[config.mk]
export PLATFORM = sky130hd
export DESIGN_NAME = cts_bank
export DESIGN_NICKNAME = d
export VERILOG_FILES = /design/src/cts_pkg.sv /design/src/cts_bank.sv /design/src/cts_iout_proc.sv
export SDC_FILE = /design/constraint.sdc
export NUM_CORES = 2
export LEC_CHECK = 0
export BUFFER_PORTS_ARGS = -buffer_cell sky130_fd_sc_hd__buf_2
export CORE_AREA = 2 2 256 258
export CTS_CLUSTER_SIZE = 40
export DETAILED_ROUTE_END_ITERATION = 8
export DIE_AREA = 0 0 258 260
export SLEW_MARGIN = 10
export SYNTH_ARGS = -nofsm -noshare
export SYNTH_HDL_FRONTEND = slang
export SYNTH_SLANG_ARGS = --single-unit
[constraint.sdc]
create_clock -name clk -period 9 [get_ports clk]
set_input_delay 2.25 -clock clk [delete_from_list [all_inputs] [get_ports clk]]
set_output_delay 2.25 -clock clk [all_outputs]
set_load 0.02 [all_outputs]
[src/cts_pkg.sv]
// Shared constants, types and command codes of the converter telemetry and status bank.
`default_nettype none
package cts_pkg;

  // ************************************************************
  // Command codes and frame sizes
  // ************************************************************
  localparam logic [7:0] CMD_CLEAR_FAULTS = 8'h03;
  localparam logic [7:0] CMD_STAT_WORD    = 8'h60;
  localparam logic [7:0] CMD_STAT_VOUT    = 8'h61;
  localparam logic [7:0] CMD_STAT_IOUT    = 8'h62;
  localparam logic [7:0] CMD_STAT_INPUT   = 8'h63;
  localparam logic [7:0] CMD_STAT_TEMP    = 8'h64;
  localparam logic [7:0] CMD_STAT_CML     = 8'h65;
  localparam logic [7:0] CMD_OUTPUT_CURRENT_READING    = 8'h66;
  localparam logic [7:0] CMD_READ_TEMP    = 8'h67;
  localparam logic [7:0] CMD_IOUT_OFFSET  = 8'h68;
  localparam logic [7:0] CMD_IOUT_GAIN    = 8'h69;
  localparam logic [4:0] CMD_BITS         = 5'h08;

  // ************************************************************
  // Linear format exponents and measurement scaling
  // ************************************************************
  localparam logic [4:0]  EXP_IOUT      = 5'h1c;
  localparam logic [4:0]  EXP_TEMP      = 5'h1e;
  localparam logic [4:0]  EXP_TRIM      = 5'h1c;
  localparam int          GAIN_SHIFT    = 13;
  localparam int          IOUT_BLANK_MA = 1650;
  localparam int          IOUT_STEP_UA  = 62500;
  localparam int          IOUT_BLANK    = (IOUT_BLANK_MA * 1000 + IOUT_STEP_UA - 1) / IOUT_STEP_UA;
  localparam logic [10:0] MANT_POS_MAX  = 11'h3ff;
  localparam int          TREF_MANT     = 100;
  localparam int          TC_SHIFT      = 12;
  localparam int          AVG_SHIFT     = 3;

  // ************************************************************
  // Status bit positions and supported-bit masks
  // ************************************************************
  localparam int SW_VOUT    = 15;
  localparam int SW_IOUT    = 14;
  localparam int SW_INPUT   = 13;
  localparam int SW_PGOOD_N = 11;
  localparam int SW_OFF     = 6;
  localparam int SW_VOUT_OV = 5;
  localparam int SW_IOUT_OC = 4;
  localparam int SW_VIN_UV  = 3;
  localparam int SW_TEMP    = 2;
  localparam int SW_CML     = 1;
  localparam int B_VO_OV    = 7;
  localparam int B_IO_OC    = 7;
  localparam int B_IO_OCW   = 5;
  localparam int B_IN_OV    = 7;
  localparam int B_IN_UV    = 4;
  localparam int B_IN_LOW   = 3;
  localparam int B_TP_OT    = 7;
  localparam int B_TP_OTW   = 6;
  localparam int B_CML_CMD  = 7;
  localparam int B_CML_DATA = 6;
  localparam int B_CML_PEC  = 5;
  localparam logic [7:0]  MASK_VOUT  = 8'h80;
  localparam logic [7:0]  MASK_IOUT  = 8'ha0;
  localparam logic [7:0]  MASK_INPUT = 8'h98;
  localparam logic [7:0]  MASK_TEMP  = 8'hc0;
  localparam logic [7:0]  MASK_CML   = 8'he0;
  localparam logic [15:0] MASK_WORD  = 16'he87e;

  // ************************************************************
  // Types
  // ************************************************************
  typedef struct packed {
    logic vout_ov;
    logic iout_oc;
    logic iout_ocw;
    logic vin_ov;
    logic vin_uv;
    logic vin_low_off;
    logic ot_flt;
    logic ot_warn;
    logic unit_off;
    logic pgood_n;
    logic bad_data;
    logic pec_fail;
  } cts_flt_t;

  typedef struct packed {
    logic [7:0] vout;
    logic [7:0] iout;
    logic [7:0] input_s;
    logic [7:0] temp;
    logic [7:0] cml;
  } cts_stat_t;

  typedef enum logic [2:0] {
    ST_IDLE = 3'h1,
    ST_CMD  = 3'h2,
    ST_RESP = 3'h4
  } cts_fsm_t;

endpackage : cts_pkg
`default_nettype wire
[src/cts_bank.sv]
// Telemetry and status register bank of the converter, read over a serial management link.
//
// Behaviour
// RULE_01: The current reading is two bytes with exponent minus four in bits 15:11 and a mantissa whose top bit is zero.
// RULE_02: Current readings below 1.65 A are reported as a blanked zero.
// RULE_03: Only sourced current is reported; a sinking converter reads zero.
// RULE_04: The current reading is an average, not a single sample.
// RULE_05: The offset trim reads as exponent minus four and a signed 11-bit mantissa of 62.5 mA steps.
// RULE_06: The gain trim is unsigned 16 bits; the reading is raw times gain over 8192 plus offset.
// RULE_07: The current reading is temperature compensated before it is returned.
// RULE_08: The temperature reading is two bytes with exponent minus two and a signed 11-bit mantissa.
// RULE_09: The summary word carries vout, iout, input, power-good-low, off, ov, oc, uv, temp and comm bits.
// RULE_10: Unsupported status bits always read zero and all status bits reset to zero.
// RULE_11: Output voltage status holds only the overvoltage fault in bit 7.
// RULE_12: Output current status holds the overcurrent fault in bit 7 and warning in bit 5.
// RULE_13: Input status holds overvoltage in bit 7, undervoltage in bit 4 and low-input off in bit 3.
// RULE_14: Temperature status holds the overtemperature fault in bit 7 and warning in bit 6.
// RULE_15: Communication status holds bad command in bit 7, bad data in bit 6 and check failure in bit 5.
// RULE_16: Status bits latch until a clear-faults command and summary bits are the OR of their categories.
`default_nettype none
module cts_bank (
  // Clock and reset
  input  wire logic              clk,
  input  wire logic              rstn,
  // Management link pins
  input  wire logic              lk_clk,
  input  wire logic              lk_sel_n,
  input  wire logic              lk_din,
  output var  logic              lk_dout,
  // Measurement samples
  input  wire logic              adc_vld,
  input  wire logic [15:0]       adc_iout,
  input  wire logic [10:0]       adc_temp,
  // Factory trims
  input  wire logic [10:0]       trim_offset,
  input  wire logic [15:0]       trim_gain,
  // Protection conditions
  input  wire cts_pkg::cts_flt_t flt
);

  // ************************************************************
  // State
  // ************************************************************
  typedef struct packed {
    logic [2:0]         s1;
    logic [2:0]         s2;
    logic               ck_prev;
    cts_pkg::cts_fsm_t  fsm;
    logic [4:0]         cnt;
    logic [7:0]         cmd;
    logic [15:0]        sh;
    logic               dout;
    cts_pkg::cts_stat_t stat;
    logic [10:0]        temp;
    logic [15:0]        iout_rd;
  } cts_bank_st_t;

  cts_bank_st_t st_r;
  cts_bank_st_t st_nxt;
  logic         rise;
  logic         fall;
  logic         sel;
  logic         din;
  logic         clr;
  logic         unk;
  logic [7:0]   code;
  logic         iout_vld;
  logic [10:0]  iout_mant;
  logic [7:0]   set_vout;
  logic [7:0]   set_iout;
  logic [7:0]   set_in;
  logic [7:0]   set_temp;
  logic [7:0]   set_cml;

  // ************************************************************
  // Decoding
  // ************************************************************
  function automatic logic cmd_known(input logic [7:0] c);
    unique case (c)
      cts_pkg::CMD_CLEAR_FAULTS, cts_pkg::CMD_STAT_WORD, cts_pkg::CMD_STAT_VOUT,
      cts_pkg::CMD_STAT_IOUT, cts_pkg::CMD_STAT_INPUT, cts_pkg::CMD_STAT_TEMP,
      cts_pkg::CMD_STAT_CML, cts_pkg::CMD_OUTPUT_CURRENT_READING, cts_pkg::CMD_READ_TEMP,
      cts_pkg::CMD_IOUT_OFFSET, cts_pkg::CMD_IOUT_GAIN: cmd_known = 1'b1;
      default: cmd_known = 1'b0;
    endcase
  endfunction : cmd_known

  function automatic logic [15:0] status_word(input cts_pkg::cts_stat_t s, input cts_pkg::cts_flt_t f);
    logic [15:0] w;
    w                      = '0;
    w[cts_pkg::SW_VOUT]    = |s.vout; // RULE_16
    w[cts_pkg::SW_IOUT]    = |s.iout;
    w[cts_pkg::SW_INPUT]   = |s.input_s;
    w[cts_pkg::SW_PGOOD_N] = f.pgood_n; // RULE_09
    w[cts_pkg::SW_OFF]     = f.unit_off;
    w[cts_pkg::SW_VOUT_OV] = s.vout[cts_pkg::B_VO_OV];
    w[cts_pkg::SW_IOUT_OC] = s.iout[cts_pkg::B_IO_OC];
    w[cts_pkg::SW_VIN_UV]  = s.input_s[cts_pkg::B_IN_UV];
    w[cts_pkg::SW_TEMP]    = |s.temp;
    w[cts_pkg::SW_CML]     = |s.cml;
    status_word            = w & cts_pkg::MASK_WORD; // RULE_10
  endfunction : status_word

  // Data goes out low byte first; single-byte answers fill the second byte with zeros.
  function automatic logic [15:0] resp_load(input logic [15:0] w);
    resp_load = {w[7:0], w[15:8]};
  endfunction : resp_load

  // ************************************************************
  // Current processing
  // ************************************************************
  cts_iout_proc #(
    .TREF   (cts_pkg::TREF_MANT),
    .TC_SH  (cts_pkg::TC_SHIFT),
    .AVG_SH (cts_pkg::AVG_SHIFT),
    .W      (24)
  ) u_proc (
    .clk       (clk),
    .rstn      (rstn),
    .smp_vld   (adc_vld),
    .raw       (adc_iout),
    .temp_mant (adc_temp),
    .gain      (trim_gain),
    .offset    (trim_offset),
    .out_vld   (iout_vld),
    .mant      (iout_mant)
  );

  // ************************************************************
  // Link framing and status latches
  // ************************************************************
  always_comb begin
    st_nxt         = st_r;
    st_nxt.s1      = {lk_clk, lk_sel_n, lk_din};
    st_nxt.s2      = st_r.s1;
    st_nxt.ck_prev = st_r.s2[2];
    rise           = st_r.s2[2] & ~st_r.ck_prev;
    fall           = ~st_r.s2[2] & st_r.ck_prev;
    sel            = ~st_r.s2[1];
    din            = st_r.s2[0];
    code           = {st_r.cmd[6:0], din};
    clr            = 1'b0;
    unk            = 1'b0;
    unique case (st_r.fsm)
      cts_pkg::ST_IDLE: begin
        if (sel) begin
          st_nxt.fsm = cts_pkg::ST_CMD;
          st_nxt.cnt = '0;
        end
      end
      cts_pkg::ST_CMD: begin
        if (rise) begin
          st_nxt.cmd = code;
          st_nxt.cnt = st_r.cnt + 5'h01;
          if (st_r.cnt == cts_pkg::CMD_BITS - 5'h01) begin
            st_nxt.fsm = cts_pkg::ST_RESP;
            unk        = ~cmd_known(code); // RULE_15
            clr        = (code == cts_pkg::CMD_CLEAR_FAULTS); // RULE_16
            unique case (code)
              cts_pkg::CMD_STAT_WORD:   st_nxt.sh = resp_load(status_word(st_r.stat, flt)); // RULE_09
              cts_pkg::CMD_STAT_VOUT:   st_nxt.sh = {st_r.stat.vout, 8'h00};
              cts_pkg::CMD_STAT_IOUT:   st_nxt.sh = {st_r.stat.iout, 8'h00};
              cts_pkg::CMD_STAT_INPUT:  st_nxt.sh = {st_r.stat.input_s, 8'h00};
              cts_pkg::CMD_STAT_TEMP:   st_nxt.sh = {st_r.stat.temp, 8'h00};
              cts_pkg::CMD_STAT_CML:    st_nxt.sh = {st_r.stat.cml, 8'h00};
              cts_pkg::CMD_OUTPUT_CURRENT_READING:   st_nxt.sh = resp_load(st_r.iout_rd);
              cts_pkg::CMD_READ_TEMP:   st_nxt.sh = resp_load({cts_pkg::EXP_TEMP, st_r.temp}); // RULE_08
              cts_pkg::CMD_IOUT_OFFSET: st_nxt.sh = resp_load({cts_pkg::EXP_TRIM, trim_offset}); // RULE_05
              cts_pkg::CMD_IOUT_GAIN:   st_nxt.sh = resp_load(trim_gain); // RULE_06
              default:                  st_nxt.sh = '0;
            endcase
          end
        end
      end
      cts_pkg::ST_RESP: begin
        if (fall) begin
          st_nxt.dout = st_r.sh[15];
          st_nxt.sh   = {st_r.sh[14:0], 1'b0};
        end
      end
      default: begin
        st_nxt.fsm = cts_pkg::ST_IDLE;
      end
    endcase
    // Dropping the select ends the frame at once, whatever bit it was on.
    if (!sel) begin
      st_nxt.fsm  = cts_pkg::ST_IDLE;
      st_nxt.dout = 1'b0;
    end

    set_vout                       = '0;
    set_iout                       = '0;
    set_in                         = '0;
    set_temp                       = '0;
    set_cml                        = '0;
    set_vout[cts_pkg::B_VO_OV]     = flt.vout_ov; // RULE_11
    set_iout[cts_pkg::B_IO_OC]     = flt.iout_oc; // RULE_12
    set_iout[cts_pkg::B_IO_OCW]    = flt.iout_ocw;
    set_in[cts_pkg::B_IN_OV]       = flt.vin_ov; // RULE_13
    set_in[cts_pkg::B_IN_UV]       = flt.vin_uv;
    set_in[cts_pkg::B_IN_LOW]      = flt.vin_low_off;
    set_temp[cts_pkg::B_TP_OT]     = flt.ot_flt; // RULE_14
    set_temp[cts_pkg::B_TP_OTW]    = flt.ot_warn;
    set_cml[cts_pkg::B_CML_CMD]    = unk; // RULE_15
    set_cml[cts_pkg::B_CML_DATA]   = flt.bad_data;
    set_cml[cts_pkg::B_CML_PEC]    = flt.pec_fail;
    // A condition present in the clearing cycle stays latched, so no event slips through a clear.
    st_nxt.stat.vout    = ((clr ? 8'h00 : st_r.stat.vout) | set_vout) & cts_pkg::MASK_VOUT; // RULE_16
    st_nxt.stat.iout    = ((clr ? 8'h00 : st_r.stat.iout) | set_iout) & cts_pkg::MASK_IOUT; // RULE_16
    st_nxt.stat.input_s = ((clr ? 8'h00 : st_r.stat.input_s) | set_in) & cts_pkg::MASK_INPUT; // RULE_16
    st_nxt.stat.temp    = ((clr ? 8'h00 : st_r.stat.temp) | set_temp) & cts_pkg::MASK_TEMP; // RULE_16
    st_nxt.stat.cml     = ((clr ? 8'h00 : st_r.stat.cml) | set_cml) & cts_pkg::MASK_CML; // RULE_10

    if (iout_vld) begin
      st_nxt.iout_rd = {cts_pkg::EXP_IOUT, iout_mant}; // RULE_01
    end
    if (adc_vld) begin
      st_nxt.temp = adc_temp; // RULE_08
    end
  end

  always_ff @(posedge clk or negedge rstn) begin
    if (!rstn) begin
      st_r     <= '0;
      st_r.fsm <= cts_pkg::ST_IDLE;
      st_r.s1  <= 3'h2;
      st_r.s2  <= 3'h2;
    end else begin
      st_r <= st_nxt;
    end
  end

  assign lk_dout = st_r.dout;
endmodule : cts_bank
`default_nettype wire

[src/cts_iout_proc.sv]
// Output current correction, temperature compensation, averaging and linear formatting.
`default_nettype none
module cts_iout_proc #(
  parameter int TREF     = cts_pkg::TREF_MANT,
  parameter int TC_SH    = cts_pkg::TC_SHIFT,
  parameter int AVG_SH   = cts_pkg::AVG_SHIFT,
  parameter int W        = 24
) (
  // Clock and reset
  input  wire logic        clk,
  input  wire logic        rstn,
  // Raw conversion and trims
  input  wire logic        smp_vld,
  input  wire logic [15:0] raw,
  input  wire logic [10:0] temp_mant,
  input  wire logic [15:0] gain,
  input  wire logic [10:0] offset,
  // Formatted mantissa
  output var  logic        out_vld,
  output var  logic [10:0] mant
);

  localparam int ACC_W = W + AVG_SH;

  typedef struct packed {
    logic [ACC_W-1:0] acc;
    logic [10:0]      mant;
    logic             vld;
  } cts_proc_st_t;

  cts_proc_st_t            st;
  cts_proc_st_t            nx;
  logic signed [32:0]      scaled;
  logic signed [32:0]      corr;
  logic signed [11:0]      delta;
  logic signed [44:0]      tprod;
  logic signed [32:0]      comp;
  logic signed [ACC_W-1:0] acc_nxt;
  logic signed [ACC_W-1:0] avg;

  always_comb begin
    nx      = st;
    scaled  = ($signed(raw) * $signed({1'b0, gain})) >>> cts_pkg::GAIN_SHIFT; // RULE_06
    corr    = scaled + 33'($signed(offset)); // RULE_06
    delta   = 12'($signed(temp_mant)) - 12'(TREF);
    tprod   = corr * delta;
    comp    = corr + 33'(tprod >>> TC_SH); // RULE_07
    // A running average keeps ripple out of the reading at the cost of a few samples of lag.
    acc_nxt = $signed(st.acc) + ACC_W'($signed(comp[W-1:0])) - ($signed(st.acc) >>> AVG_SH); // RULE_04
    avg     = acc_nxt >>> AVG_SH;
    nx.vld  = smp_vld;
    if (smp_vld) begin
      nx.acc = acc_nxt;
      if (avg < 0) begin
        nx.mant = '0; // RULE_03
      end else if (avg < $signed(ACC_W'(cts_pkg::IOUT_BLANK))) begin
        nx.mant = '0; // RULE_02
      end else if (avg > $signed(ACC_W'(cts_pkg::MANT_POS_MAX))) begin
        nx.mant = cts_pkg::MANT_POS_MAX; // RULE_01
      end else begin
        nx.mant = avg[10:0];
      end
    end
  end

  always_ff @(posedge clk or negedge rstn) begin
    if (!rstn) begin
      st <= '0;
    end else begin
      st <= nx;
    end
  end

  assign out_vld = st.vld;
  assign mant    = st.mant;
endmodule : cts_iout_proc
`default_nettype wire

==> out/metrics.cfg <==
[yosys]
yosys.cell_types.count = 72
synth_common_cells = 556 x inv_1, 447 x fa_1, 327 x nand2_1, 258 x ha_1, 194 x and2_1
synth_edf_count = 0
syn_nets = 3614
ys_seq_area_frac = 0.110
ys.flop_type = dfrtp_1
synth_top_area_share = 0.352
synth.yosys.warnings = 0
synth_area_leaders = fa_1 35%, ha_1 13%, dfrtp_1 11%
synth.most_common_cell = inv_1
async_flop_share = 1.00
synth_seq_cells = 112
syn_area_mm2 = 0.0254
syn_inst = 2837
synth.largest_area_cell = fa_1
avgSynthCellArea_um2 = 8.97

[clocking]
cts_root_buffer = clkbuf_16
clock_latency_ns = 0.37
cts_tree = built
cts_buffers = 9
clockBufferDepth = 2
htreeDepth = 3
cts_sinks = 112
clk_pin_slew_ns = 0.08
hold_buffers = 0

[cells_and_area]
n_antenna_cell = 0
nets = 4100
area_growth_syn_to_layout_pct = 26.8
drive_gt1_frac = 0.257

[detailed_routing]
drc_errors = 0
dr.first_iter.drc_count = 1015
detail_route.wl_per_cell_um = 15.9
vias_per_cell = 4.97
ant_nets = 0
drt_pass1_iterations = 5
via_count = 20800
drt_wl_total_um = 66400

[sta]
fin_worst_skew_ns = 0.00967
slew_viol_final = 0
hold_violations = 0
fin_crit_sh = 2.00
timing.fmax_mhz = 55.5
layout_min_cycle_time_ns = 18.01
setup_viol = 37
tightest_slew_ns = 1.18
timing.hold.ws_ns = 0.364
finalWorstSetupSlack_ns = -9.01
slew_headroom = 0.212
rsz0062_at_grt = true

[grt]
antenna_found_initial = 1
gr-usage-met2 = 0.377
grt_use_total = 0.206
busiest_layer = met2
met1_usage = 0.269
grt_max_degree = 87
first_global_vias = 22600
grt_pass1_wl_um = 113000
gr-total-overflow = 0
grtUsageMet3 = 0.0178

[worst_setup_path]
critPathMostFrequentCell = fa_1
crit_fanout = 5
worst_ep_required_time_ns = 9.20
max_stage_delay_ns = 0.55
crit_arrival_ns = 18.20
worstSetupPathType = in -> reg
endpoint_kind = register
cpMaxStageDelayCell = fa_1
startpoint_type = input pin

[run_status]
violations = setup timing
status = finished, violations left

[floorplan]
die_w_um = 258
core_area_mm2 = 0.0641
die_area_mm2 = 0.0671
ioPinCount = 73
num_rows = 93
start_util = 0.397
die_h_um = 260

[min_path]
hp-class = reg -> reg

[job]
drv_cap = 0

[placed_design]
io_buffer_count = 72
gp_congestion = 0.888
place_hpwl_um = 56900

==> metrics by stage <==
stage | cells | instance area [um2] | setup TNS (ns) | setup WS [ns] | util
2_1_floorplan | 2837 | 25900 | -265.48 | -8.85 | -
3_3_place_gp | 4128 | 30400 | -296.65 | -9.50 | 0.475
3_5_place_dp | 4128 | 30400 | -303.48 | -9.72 | 0.475
4_1_cts | 4169 | 31600 | -280.94 | -8.97 | 0.493
5_1_grt | 4183 | 32300 | -303.42 | -9.66 | 0.503
6_report | 4183 | 32300 | -281.23 | -9.01 | 0.503
==> registers in the layout, summed over array words and instances (netlist names) <==
signal	count
st_r	60
u_proc.out_vld	1
u_proc.mant	11
st_nxt	4
code	8
u_proc.st	27
lk_dout	1
==> worst max-delay path, delay by kind of cell <==
family	cells	cell delay, ns
compound gates	20	3.59
xor+xnor	5	0.70
simple gates	19	3.70
fa+ha+maj	17	7.23
buf+inv	9	0.71
==> final timing paths <==
kind	end	from	slack, ns	depth (start not counted)
worst max-delay path	u_proc.mant[8]$_DFFE_PN0P_	trim_gain[6]	-9.01	70
worst min-delay path	code[0]$_DFF_PN0_	st_nxt[101]$_DFF_PN0_	0.36	0
worst max register to register	u_proc.mant[8]$_DFFE_PN0P_	u_proc.st[16]$_DFFE_PN0P_	4.55	15
worst min register to register	code[0]$_DFF_PN0_	st_nxt[101]$_DFF_PN0_	0.36	0
max in group asynchronous	st_r[75]$_DFFE_PN0P_	rstn	5.79	2
min in group asynchronous	u_proc.st[37]$_DFFE_PN0P_	rstn	1.80	1
==> layout by cell type (no fill, tap or decap), types with 9 or more instances in the layout <==
cell,synthesis,routed
inv_1,556,544
buf_4,0,472
fa_1,447,435
nand2_1,327,321
ha_1,258,225
and2_1,194,183
nor2_1,128,116
dfrtp_1,109,109
a21oi_1,101,70
buf_2,1,64
xnor2_1,77,54
o21ai_0,69,46
nand2b_1,42,42
a21o_1,41,40
buf_6,0,39
mux2_2,33,31
nor2b_1,29,29
xor2_1,32,28
a21oi_2,0,27
nor3_1,32,27
ha_4,0,27
nand3_1,24,22
o21a_1,21,21
mux2i_1,19,19
xnor2_2,0,18
and3_1,22,16
o21ai_1,0,16
o21bai_1,15,14
inv_2,0,12
fa_2,0,12
and2_4,0,11
a211oi_2,0,10
a31oi_1,12,9
nor2_2,0,9
a22oi_1,9,9
clkbuf_16,0,9
==> timing repair <==
item                       CTS  global route
resized for setup          132           118
setup endpoints to repair   37            37
setup buffers               27            21
pin swaps                   84            52
==> layer usage <==
layer / part of all wire / up-vias
met1: 0.43 / 10500
met5: 0.00017 / -
met2: 0.52 / 367
met4: 0.015 / 2
met3: 0.034 / 76
li1: - / 9826
==> cells by family after synthesis <==
| family | Yosys count | share of synthesized area |
|---|---|---|
| adder cells (fa/ha/maj) | 705 | 0.479 |
| AND/OR/NAND/NOR | 846 | 0.162 |
| multiplexers | 54 | 0.0239 |
| buffers and inverters | 660 | 0.0974 |
| AO/OA/AOI/OAI | 351 | 0.0901 |
| XOR/XNOR | 109 | 0.0375 |
| flip-flops | 112 | 0.110 |
==> final cells by class <==
type	instances	area [um2]
fill	5928	31900
multi-input combinational	2065	21600
timing repair buffer	578	4360
sequential	112	2810
inverter	557	2090
tap	855	1070
clock buffer	9	225
clock inverter	7	123
Power is not shown: default switching activity piles up to over one toggle a cycle in this logic, so the estimate is an artifact.
